$ cat src/design/cfb_regs.svh
// Register indices, field positions, reset values and sync layout of the bridge
`ifndef CFB_REGS_SVH
`define CFB_REGS_SVH

// I/O Space register indices (two decoded address bits)
`define CFB_REG_ADDR    2'h0
`define CFB_REG_DATA    2'h1
`define CFB_REG_STATUS  2'h2

// Status register fields
`define CFB_ST_EMPTY    0
`define CFB_ST_FULL     1
`define CFB_ST_ADDR_NEW 2
`define CFB_ST_HDAT_NEW 3
`define CFB_ST_BUSY     4

// Reset values
`define CFB_BYTE_RST    8'h00
`define CFB_WORD_RST    16'h0000

// Synchroniser vector layout
`define CFB_SYNC_W      15
`define CFB_SY_BUSY     0
`define CFB_SY_WAIT     1
`define CFB_SY_WR       2
`define CFB_SY_RD       3
`define CFB_SY_IOMS     4
`define CFB_SY_ADDR_LO  5
`define CFB_SY_DATA_LO  7

`endif
$ cat src/design/cfb_pkg.sv
// Types shared by the bridge logic
`include "cfb_regs.svh"
package cfb_pkg;

  typedef enum logic [1:0] {
    CM_IDLE   = 2'b01,
    CM_ACTIVE = 2'b10
  } cfb_cm_state_type;

  typedef struct packed {
    logic [`CFB_SYNC_W-1:0] sync1;
    logic [`CFB_SYNC_W-1:0] sync2;
    logic [`CFB_SYNC_W-1:0] sync3;
    logic [`CFB_SYNC_W-1:0] stable;
    cfb_cm_state_type       cm_state;
    logic                   ce_n;
    logic                   oe_n;
    logic                   we_n;
    logic                   byte_n;
    logic                   bsel;
    logic [9:0]             waddr;
    logic [15:0]            fdout;
    logic                   fdoe;
    logic                   frst_n;
    logic [15:0]            hrdata;
    logic [7:0]             hio_rdata;
    logic                   rdy_n;
    logic [7:0]             addr_to_host;
    logic [7:0]             host_addr;
    logic [7:0]             host_data;
    logic                   addr_new;
    logic                   hdat_new;
    logic [7:0]             pend_data;
    logic                   pend_valid;
    logic [7:0]             ddout;
    logic                   ddoe;
  } cfb_state_type;

endpackage : cfb_pkg

$ cat src/design/cfb_bridge.sv
// Card-side bridge: host adapter to Common Memory flash and DSP I/O Space
// Notes on behaviour
// - Flash busy input, active low level, feeds host ready/busy as busy in Memory Mode
// - Flash wait input is active low; tie high when memory lacks wait
// - Byte-mode select low for 8-bit, high for 16-bit, as host requested
// - In 8-bit mode byte select high picks high byte, low picks low
// - In 16-bit mode byte select ignored; word address bit one is LSB
// - Flash high byte maps to odd host byte, low byte to even
// - Word address drives ten flash address lines, bits ten to one
// - Flash data travels over sixteen-bit two-way bus
// - Active-low reset output drives the flash
// - Active-low output enable drives flash during Common Memory reads
// - Active-low chip enable selects flash for Common Memory accesses
// - Active-low write enable strobes data into flash
// - Eleven-bit DSP address accepted; only two low bits decoded
// - DSP strobes ignored while DSP I/O select is high
// - Host I/O cycle extended while DSP I/O select is low
// - DSP read strobe makes device drive selected register on DSP bus
// - DSP write strobe captures DSP data into the address register or the data FIFO, as selected; status writes are dropped
// - Eight-bit DSP data bus driven by device only during DSP reads
// - Memory Mode ready/busy low in reset, else follows flash busy
// - During Common Memory access host wait follows flash wait input
// - I/O Mode request low on new DSP address or data, high after read
`timescale 1ns/1ps
`default_nettype none

// ----------------------------------------------------------------------
// FIFO from DSP data writes to host reads
// ----------------------------------------------------------------------
module cfb_fifo #(
  parameter int WIDTH = 8,
  parameter int DEPTH = 4
) (
  input  wire logic             clk_sys,
  input  wire logic             reset,
  input  wire logic             in_valid,
  output logic                  in_ready,
  input  wire logic [WIDTH-1:0] in_data,
  output logic                  out_valid,
  input  wire logic             out_ready,
  output logic      [WIDTH-1:0] out_data
);
  localparam int AW = (DEPTH > 1) ? $clog2(DEPTH) : 1;
  localparam int CW = $clog2(DEPTH + 1);

  typedef struct packed {
    logic [DEPTH-1:0][WIDTH-1:0] mem;
    logic [AW-1:0]               wr_ptr;
    logic [AW-1:0]               rd_ptr;
    logic [CW-1:0]               count;
  } cfb_fifo_state_type;

  cfb_fifo_state_type st_ff;
  cfb_fifo_state_type nxt_st;
  logic               push;
  logic               pop;

  assign in_ready  = (st_ff.count != CW'(DEPTH));
  assign out_valid = (st_ff.count != '0);
  assign out_data  = st_ff.mem[st_ff.rd_ptr];
  assign push      = in_valid & in_ready;
  assign pop       = out_valid & out_ready;

  always_comb begin
    nxt_st = st_ff;
    if (push) begin
      nxt_st.mem[st_ff.wr_ptr] = in_data;
      nxt_st.wr_ptr = (st_ff.wr_ptr == AW'(DEPTH - 1)) ? '0 : st_ff.wr_ptr + 1'b1;
    end
    if (pop) begin
      nxt_st.rd_ptr = (st_ff.rd_ptr == AW'(DEPTH - 1)) ? '0 : st_ff.rd_ptr + 1'b1;
    end
    if (push && !pop) begin
      nxt_st.count = st_ff.count + 1'b1;
    end else if (pop && !push) begin
      nxt_st.count = st_ff.count - 1'b1;
    end
  end

  always_ff @(posedge clk_sys or posedge reset) begin
    if (reset) begin
      st_ff <= '0;
    end else begin
      st_ff <= nxt_st;
    end
  end
endmodule : cfb_fifo

// ----------------------------------------------------------------------
// Bridge top
// ----------------------------------------------------------------------
module cfb_bridge import cfb_pkg::*; #(
  parameter int FIFO_DEPTH = 4
) (
  input  wire logic        clk_sys,
  input  wire logic        reset,
  input  wire logic        hba_memory_mode,
  input  wire logic        hba_soft_reset,
  input  wire logic        hba_cm_req,
  input  wire logic        hba_cm_write,
  input  wire logic        hba_wide,
  input  wire logic [10:0] hba_addr,
  input  wire logic [15:0] hba_wdata,
  output logic      [15:0] hba_rdata,
  input  wire logic        hba_io_req,
  input  wire logic        hba_io_rd,
  input  wire logic        hba_io_wr,
  input  wire logic [1:0]  hba_io_addr,
  input  wire logic [7:0]  hba_io_wdata,
  output logic      [7:0]  hba_io_rdata,
  output logic             host_ready_busy_n,
  output logic             host_wait_n,
  input  wire logic        flash_busy_in_n,
  input  wire logic        flash_wait_in_n,
  output logic             flash_byte_mode_sel_n,
  output logic             flash_byte_select,
  output logic      [9:0]  flash_word_address,
  output logic             flash_reset_out_n,
  output logic             flash_output_enable_n,
  output logic             flash_chip_enable_n,
  output logic             flash_write_enable_n,
  input  wire logic [15:0] flash_data_bus_in,
  output logic      [15:0] flash_data_bus_out,
  output logic             flash_data_bus_oe,
  input  wire logic [10:0] dsp_addr,
  input  wire logic        dsp_ioms_n,
  input  wire logic        dsp_rd_n,
  input  wire logic        dsp_wr_n,
  input  wire logic [7:0]  dsp_data_in,
  output logic      [7:0]  dsp_data_out,
  output logic             dsp_data_oe,
  output logic             dsp_fifo_ready
);

  cfb_state_type          st_ff;
  cfb_state_type          nxt_st;
  logic [`CFB_SYNC_W-1:0] pins;
  logic                   fifo_in_ready;
  logic                   fifo_out_valid;
  logic                   fifo_out_ready;
  logic [7:0]             fifo_out_data;
  logic                   dsp_sel;
  logic                   dsp_wr_evt;
  logic                   dsp_rd_evt;
  logic [1:0]             dsp_reg;
  logic [7:0]             dsp_wdata;
  logic [7:0]             status;
  logic                   host_rd_addr;
  logic [`CFB_SYNC_W-1:0] nxt_stable;

  // ----------------------------------------------------------------------
  // Pin capture
  // ----------------------------------------------------------------------
  // Upper DSP address bits carry no decode and are left unsampled
  assign pins = {dsp_data_in, dsp_addr[1:0], dsp_ioms_n, dsp_rd_n,
                 dsp_wr_n, flash_wait_in_n, flash_busy_in_n};

  // ----------------------------------------------------------------------
  // Data FIFO
  // ----------------------------------------------------------------------
  cfb_fifo #(
    .WIDTH (8),
    .DEPTH (FIFO_DEPTH)
  ) cfb_fifo_i (
    .clk_sys   (clk_sys),
    .reset     (reset),
    .in_valid  (st_ff.pend_valid),
    .in_ready  (fifo_in_ready),
    .in_data   (st_ff.pend_data),
    .out_valid (fifo_out_valid),
    .out_ready (fifo_out_ready),
    .out_data  (fifo_out_data)
  );

  assign host_rd_addr   = hba_io_rd & (hba_io_addr == `CFB_REG_ADDR);
  assign fifo_out_ready = hba_io_rd & (hba_io_addr == `CFB_REG_DATA);

  // A waiting DSP word holds off the next one until the FIFO takes it
  assign dsp_fifo_ready = ~st_ff.pend_valid;

  assign status = {3'h0, ~st_ff.stable[`CFB_SY_BUSY], st_ff.hdat_new,
                   st_ff.addr_new, ~fifo_in_ready, ~fifo_out_valid};

  // ----------------------------------------------------------------------
  // DSP strobe events, taken on the filtered levels
  // ----------------------------------------------------------------------
  assign nxt_stable = (st_ff.sync2 & st_ff.sync3) |
                      (st_ff.stable & (st_ff.sync2 ^ st_ff.sync3));
  always_comb begin
    dsp_sel    = ~nxt_stable[`CFB_SY_IOMS];
    dsp_reg    = nxt_stable[`CFB_SY_ADDR_LO +: 2];
    dsp_wdata  = nxt_stable[`CFB_SY_DATA_LO +: 8];
    dsp_wr_evt = dsp_sel & st_ff.stable[`CFB_SY_WR] &
                 ~nxt_stable[`CFB_SY_WR];
    dsp_rd_evt = dsp_sel & st_ff.stable[`CFB_SY_RD] &
                 ~nxt_stable[`CFB_SY_RD];
  end

  // ----------------------------------------------------------------------
  // Next state
  // ----------------------------------------------------------------------
  always_comb begin
    nxt_st = st_ff;

    // A change counts once the second and third stages agree
    nxt_st.sync1  = pins;
    nxt_st.sync2  = st_ff.sync1;
    nxt_st.sync3  = st_ff.sync2;
    nxt_st.stable = nxt_stable;

    // Flash cycle follows the host request
    unique case (st_ff.cm_state)
      CM_IDLE: begin
        if (hba_cm_req) begin
          nxt_st.cm_state = CM_ACTIVE;
        end
      end
      CM_ACTIVE: begin
        if (!hba_cm_req) begin
          nxt_st.cm_state = CM_IDLE;
        end
      end
    endcase

    if (hba_cm_req) begin
      nxt_st.ce_n   = 1'b0;
      nxt_st.oe_n   = hba_cm_write;
      nxt_st.we_n   = ~hba_cm_write;
      nxt_st.fdoe   = hba_cm_write;
      nxt_st.byte_n = hba_wide;
      nxt_st.waddr  = hba_addr[10:1];
      nxt_st.bsel   = hba_wide ? 1'b0 : hba_addr[0];
      if (hba_wide) begin
        nxt_st.fdout = hba_wdata;
      end else begin
        nxt_st.fdout = {8'h00, hba_addr[0] ? hba_wdata[15:8] : hba_wdata[7:0]};
      end
    end else begin
      nxt_st.ce_n = 1'b1;
      nxt_st.oe_n = 1'b1;
      nxt_st.we_n = 1'b1;
      nxt_st.fdoe = 1'b0;
    end

    // Read data is taken from the bus while the output enable is low
    if (st_ff.cm_state == CM_ACTIVE && !st_ff.oe_n) begin
      if (!st_ff.byte_n) begin
        if (st_ff.bsel) begin
          nxt_st.hrdata = {flash_data_bus_in[7:0], st_ff.hrdata[7:0]};
        end else begin
          nxt_st.hrdata = {st_ff.hrdata[15:8], flash_data_bus_in[7:0]};
        end
      end else begin
        nxt_st.hrdata = flash_data_bus_in;
      end
    end

    nxt_st.frst_n = ~hba_soft_reset;

    // Host side of the I/O Space
    if (hba_io_wr) begin
      if (hba_io_addr == `CFB_REG_ADDR) begin
        nxt_st.host_addr = hba_io_wdata;
      end else if (hba_io_addr == `CFB_REG_DATA) begin
        nxt_st.host_data = hba_io_wdata;
      end
    end
    if (hba_io_rd) begin
      unique case (hba_io_addr)
        `CFB_REG_ADDR:   nxt_st.hio_rdata = st_ff.addr_to_host;
        `CFB_REG_DATA:   nxt_st.hio_rdata = fifo_out_data;
        `CFB_REG_STATUS: nxt_st.hio_rdata = status;
        default:         nxt_st.hio_rdata = `CFB_BYTE_RST;
      endcase
    end

    // DSP writes; flag sets win over host clears
    if (dsp_wr_evt && dsp_reg == `CFB_REG_ADDR) begin
      nxt_st.addr_to_host = dsp_wdata;
    end
    nxt_st.addr_new = (dsp_wr_evt && dsp_reg == `CFB_REG_ADDR) |
                      (st_ff.addr_new & ~host_rd_addr);
    nxt_st.pend_valid = (st_ff.pend_valid & ~fifo_in_ready) |
                        (dsp_wr_evt && dsp_reg == `CFB_REG_DATA);
    if (dsp_wr_evt && dsp_reg == `CFB_REG_DATA) begin
      nxt_st.pend_data = dsp_wdata;
    end
    nxt_st.hdat_new = (hba_io_wr && hba_io_addr == `CFB_REG_DATA) |
                      (st_ff.hdat_new & ~(dsp_rd_evt && dsp_reg == `CFB_REG_DATA));

    // DSP reads: bus driven only while select and read strobe are low
    nxt_st.ddoe = dsp_sel & ~nxt_st.stable[`CFB_SY_RD];
    if (dsp_rd_evt) begin
      unique case (dsp_reg)
        `CFB_REG_ADDR:   nxt_st.ddout = st_ff.host_addr;
        `CFB_REG_DATA:   nxt_st.ddout = st_ff.host_data;
        `CFB_REG_STATUS: nxt_st.ddout = status;
        default:         nxt_st.ddout = `CFB_BYTE_RST;
      endcase
    end

    // Ready/busy in memory mode, request in I/O mode
    if (hba_memory_mode) begin
      nxt_st.rdy_n = ~hba_soft_reset & st_ff.stable[`CFB_SY_BUSY];
    end else begin
      nxt_st.rdy_n = ~(st_ff.addr_new | fifo_out_valid);
    end
  end

  // ----------------------------------------------------------------------
  // State register
  // ----------------------------------------------------------------------
  always_ff @(posedge clk_sys or posedge reset) begin
    if (reset) begin
      st_ff           <= '0;
      st_ff.sync1     <= '1;
      st_ff.sync2     <= '1;
      st_ff.sync3     <= '1;
      st_ff.stable    <= '1;
      st_ff.cm_state  <= CM_IDLE;
      st_ff.ce_n      <= 1'b1;
      st_ff.oe_n      <= 1'b1;
      st_ff.we_n      <= 1'b1;
      st_ff.frst_n    <= 1'b0;
      st_ff.rdy_n     <= 1'b0;
      st_ff.hrdata    <= `CFB_WORD_RST;
    end else begin
      st_ff <= nxt_st;
    end
  end

  // ----------------------------------------------------------------------
  // Outputs
  // ----------------------------------------------------------------------
  // Wait from flash during memory access, from DSP select during I/O access
  always_comb begin
    if (st_ff.cm_state == CM_ACTIVE) begin
      host_wait_n = st_ff.stable[`CFB_SY_WAIT];
    end else if (hba_io_req) begin
      host_wait_n = st_ff.stable[`CFB_SY_IOMS];
    end else begin
      host_wait_n = 1'b1;
    end
  end

  assign hba_rdata             = st_ff.hrdata;
  assign hba_io_rdata          = st_ff.hio_rdata;
  assign host_ready_busy_n     = st_ff.rdy_n;
  assign flash_byte_mode_sel_n = st_ff.byte_n;
  assign flash_byte_select     = st_ff.bsel;
  assign flash_word_address    = st_ff.waddr;
  assign flash_reset_out_n     = st_ff.frst_n;
  assign flash_output_enable_n = st_ff.oe_n;
  assign flash_chip_enable_n   = st_ff.ce_n;
  assign flash_write_enable_n  = st_ff.we_n;
  assign flash_data_bus_out    = st_ff.fdout;
  assign flash_data_bus_oe     = st_ff.fdoe;
  assign dsp_data_out          = st_ff.ddout;
  assign dsp_data_oe           = st_ff.ddoe;

endmodule : cfb_bridge

`default_nettype wire

$ cat config.mk
export PLATFORM = sky130hd
export DESIGN_NAME = cfb_bridge
export DESIGN_NICKNAME = d
export VERILOG_FILES = /design/src/design/cfb_pkg.sv /design/src/design/cfb_bridge.sv
export VERILOG_INCLUDE_DIRS = /design/src /design/src/design
export SDC_FILE = /design/constraint.sdc
export NUM_CORES = 1
export LEC_CHECK = 0
export BUFFER_PORTS_ARGS = -buffer_cell sky130_fd_sc_hd__buf_2
export CAP_MARGIN = 10
export CORE_ASPECT_RATIO = 1.5
export CORE_UTILIZATION = 45
export DETAILED_ROUTE_END_ITERATION = 7
export PLACE_DENSITY = 0.67
export SLEW_MARGIN = 30
export SYNTH_ARGS = -nofsm -noshare
export SYNTH_HDL_FRONTEND = slang
export SYNTH_HIERARCHICAL = 1
export SYNTH_SLANG_ARGS = --single-unit
export TNS_END_PERCENT = 50
$ cat constraint.sdc
create_clock -name clk_sys -period 6.3 [get_ports clk_sys]
set_input_delay 1.26 -clock clk_sys [delete_from_list [all_inputs] [get_ports clk_sys]]
set_output_delay 1.26 -clock clk_sys [all_outputs]
set_load 0.05 [all_outputs]
==> summary.md <==
The flow ran to the end, and the final reports show no timing, DRC or antenna violations. The mean area per synthesized cell was 13.87 um2; the average wire per standard cell was 16.87 um. For the max-slew headroom at the worst pin, the log shows 0.4084.

The setup skew after layout came out at 0.02438 ns. For the final routed database, the setup TNS stands at 0 ns. Final antenna-violating net count: 0. The most frequent standard cell in the layout excluding fill and tap cells is sky130_fd_sc_hd__buf_2. The initial core utilization is 0.4646.

The worst min-delay path class is reg -> reg. The largest fanout on the critical path works out to 1. The run gives 0.6139 as the sequential share of the synthesized area. For this block, the routed nets add up to 16280 um of wire.

Before antenna repair, the detailed router went through 4 iterations. The y dimension of the die came out at 169.4 um. Synthesis inferred 203 register bits. The proportion of layout cells with a drive suffix above 1 is 0.4791.

Across the run, the number of max-cap violations was 0. The run gives 4875 as the via total after detailed routing. The area share of the largest cell type after synthesis is 0.4138. The logs give 0.1757 for the global routing usage summed across all routing layers and 203 for the clock net sink count. The number of buffers on the longest clock path is 3, and the total number of nets in the final design is 810. Yosys printed 6 warnings. The number of global-route vias before repair came out at 5351. For the number of slew-limit violations in the final report, the log shows 0. The synthesized design contains 0 enable-type register cells. Counting every instance in the synthesized netlist gives 606.

At the placement stage, the worst setup path has a slack of 2.901 ns. The analysis attributes to cell leakage a power of 4.546 nW. The dominant register cell in the synthesized netlist was sky130_fd_sc_hd__dfrtp_1. The critical path class was in -> out. Row generation in the floorplan step produced 60 rows. The placed instances occupy a cell area of 8952 um2.

Entering global routing, the biggest net connects 122 pins. The initial antenna violation count was 1; the count of buffers added by post-CTS timing repair for setup was 0. The smallest clock period supported by the final layout is computed as 3.031 ns.

With fillers left out, the area of the finished cells amounts to 9602 um2. The die covers 19240 um2. Overflow left after global routing: 0.

The worst-skew pair later-pin latency came out at 0.50 ns. Clock-pin slew was measured on the worst setup and hold paths at 0.06 ns. Post-route clock period utilization: 0.4811.

In the post-synthesis netlist, the biggest area contributors are sky130_fd_sc_hd__dfrtp_1 41%, sky130_fd_sc_hd__dfstp_2 20%, sky130_fd_sc_hd__mux2_2 11%. The via density per instance is 5.052, and the estimated wirelength of the detail-placed design is 11300 um. The setup-violating endpoint count in the final report is 0. The timing-limited maximum frequency was 329.9 MHz.

The die is 113.6 um wide. The first global-routing pass estimated 26720 um of wire. In the layout the commonest cells are 146 x sky130_fd_sc_hd__buf_2, 139 x sky130_fd_sc_hd__dfrtp_1, 79 x sky130_fd_sc_hd__mux2_2, 64 x sky130_fd_sc_hd__dfstp_2, 39 x sky130_fd_sc_hd__nor2_1. The worst ir drop on vdd came out at 0.0002170 V.

The required time reported for the critical path endpoint is 5.04 ns. Data arrives at the worst endpoint at 1.77 ns. The number of nets in the synthesized netlist is 715.

The post-synthesis to final-layout area growth was 14.23%; the routability congestion estimate from global placement was 0.7707. The maximum level of the CTS H-tree was 1; the number of I/O pins was 156. The worst register-to-register path has a setup slack of 3.95 ns.

The run gives 0 as the number of failing hold endpoints at the final stage. Input and output buffers added on the ports amount to 146. The core region is 18090 um2. Hold repair after CTS inserted 0 buffers. The run gives 0.5307 as the share of the core filled with cells in the final layout. The post-synthesis async set-or-reset flop share came out at 1.000. The largest total area in the synthesized netlist belongs to sky130_fd_sc_hd__dfrtp_1. Number of DRC violations after detailed-routing iteration 0: 274. The tools report the buffer cell driving the clock tree root as sky130_fd_sc_hd__clkbuf_16. For the pin with the worst max-slew slack, the measured transition is 0.8826 ns. Setup repair after global routing left no endpoint under its margin.

The launching element type of the critical path is an input port. The netlist uses 45 different library cells. The final worst-path setup slack came out at 3.269 ns. TritonCTS built the clock tree. The number of instances resized during post-cts repair came out at 0. STA classifies the critical path endpoint as an output port.

Total standard cell area after synthesis: 8406 um2. Counting the buffers created by CTS gives 21. In this run the power density over the cells is 410.4 nW/um2.

The post-detailed-route DRC marker count was 0.
metal layers:
metal	GRT usage	wire length (um)	vias up	part of all wire
met5	0	0	-	0
met4	0.06407	453	0	0.028
met3	0.02821	596	32	0.037
met2	0.3216	8680	106	0.53
met1	0.2053	6554	2502	0.40
li1	-	-	2235	-
cell usage after synthesis, types with 8 or more instances:
master and instances:
sky130_fd_sc_hd__ha_1 21, sky130_fd_sc_hd__nand2_1 24, sky130_fd_sc_hd__nor2_1 39, sky130_fd_sc_hd__o21ai_0 8, sky130_fd_sc_hd__a21o_1 13, sky130_fd_sc_hd__inv_1 16
sky130_fd_sc_hd__a22o_1 8, sky130_fd_sc_hd__buf_4 59, sky130_fd_sc_hd__mux2i_1 16, sky130_fd_sc_hd__a21oi_1 30, sky130_fd_sc_hd__mux2_1 10, sky130_fd_sc_hd__clkbuf_1 9
sky130_fd_sc_hd__dfrtp_1 139, sky130_fd_sc_hd__mux4_2 8, sky130_fd_sc_hd__buf_2 8, sky130_fd_sc_hd__mux2_2 79, sky130_fd_sc_hd__dfstp_2 64
kinds of logic after synthesis:
family	count (synthesis)	synth area share
AO/OA/AOI/OAI	83	0.06639
adder cells (fa/ha/maj)	22	0.03364
multiplexers	113	0.1597
XOR/XNOR	4	0.004169
AND/OR/NAND/NOR	88	0.05314
buffers and inverters	93	0.06907
flip-flops	203	0.6139
stage by stage:
step | hold slack (ns) | total power [mW] | instances
6_report | 0.3399 | 3.940 | 965
5_1_grt | 0.3459 | 4.142 | 965
4_1_cts | 0.3449 | 3.993 | 964
3_5_place_dp | 0.3468 | 2.808 | 926
3_3_place_gp | 0.3453 | 2.754 | 926
2_1_floorplan | 0.3452 | 2.674 | 606
flip-flops by register name, summed over array words and instances (netlist names):
name / flops
cfb_fifo_i/st_ff: 39
dsp_data_oe: 1
dsp_data_out: 8
flash_byte_mode_sel_n: 1
flash_byte_select: 1
flash_chip_enable_n: 1
flash_data_bus_oe: 1
flash_data_bus_out: 16
flash_output_enable_n: 1
flash_reset_out_n: 1
flash_word_address: 10
flash_write_enable_n: 1
hba_io_rdata: 8
hba_rdata: 16
host_ready_busy_n: 1
nxt_st: 30
st_ff: 67
area by class of cell:
type / count / area [um2]
Timing Repair Buffer: 148 / 745.7
Sequential cell: 203 / 5160
Multi-Input combinational cell: 310 / 2665
Clock buffer: 34 / 594.3
Antenna cell: 1 / 2.502
Inverter: 17 / 71.32
Fill cell: 1506 / 8491
Clock inverter: 4 / 52.55
Tap cell: 248 / 310.3
final timing paths:
check                                                 from                               to  cells after the start
min reg2reg                          nxt_st[139]$_DFF_PP1_            nxt_st[124]$_DFF_PP1_                      0
min                                  nxt_st[139]$_DFF_PP1_            nxt_st[124]$_DFF_PP1_                      0
min in group asynchronous                            reset            st_ff[15]$_DFFE_PP0P_                      2
max in group asynchronous                            reset             st_ff[132]$_DFF_PP1_                      3
max reg2reg                cfb_fifo_i/st_ff[0]$_DFFE_PP0P_  cfb_fifo_i/st_ff[2]$_DFFE_PP0P_                      8
max                                             hba_io_req                      host_wait_n                      3
worst max-delay path, cell delays in order:
cell and delay [ns]:
sky130_fd_sc_hd__buf_2 0.10, sky130_fd_sc_hd__a31oi_1 0.14, sky130_fd_sc_hd__buf_2 0.28
power by group:
part,switching [mW],internal [mW],total [mW]
Clock,0.476,0.688,1.16
Combinational,0.652,0.348,1.00
Sequential,0.193,1.58,1.78
(Power assumes the default switching activity.)
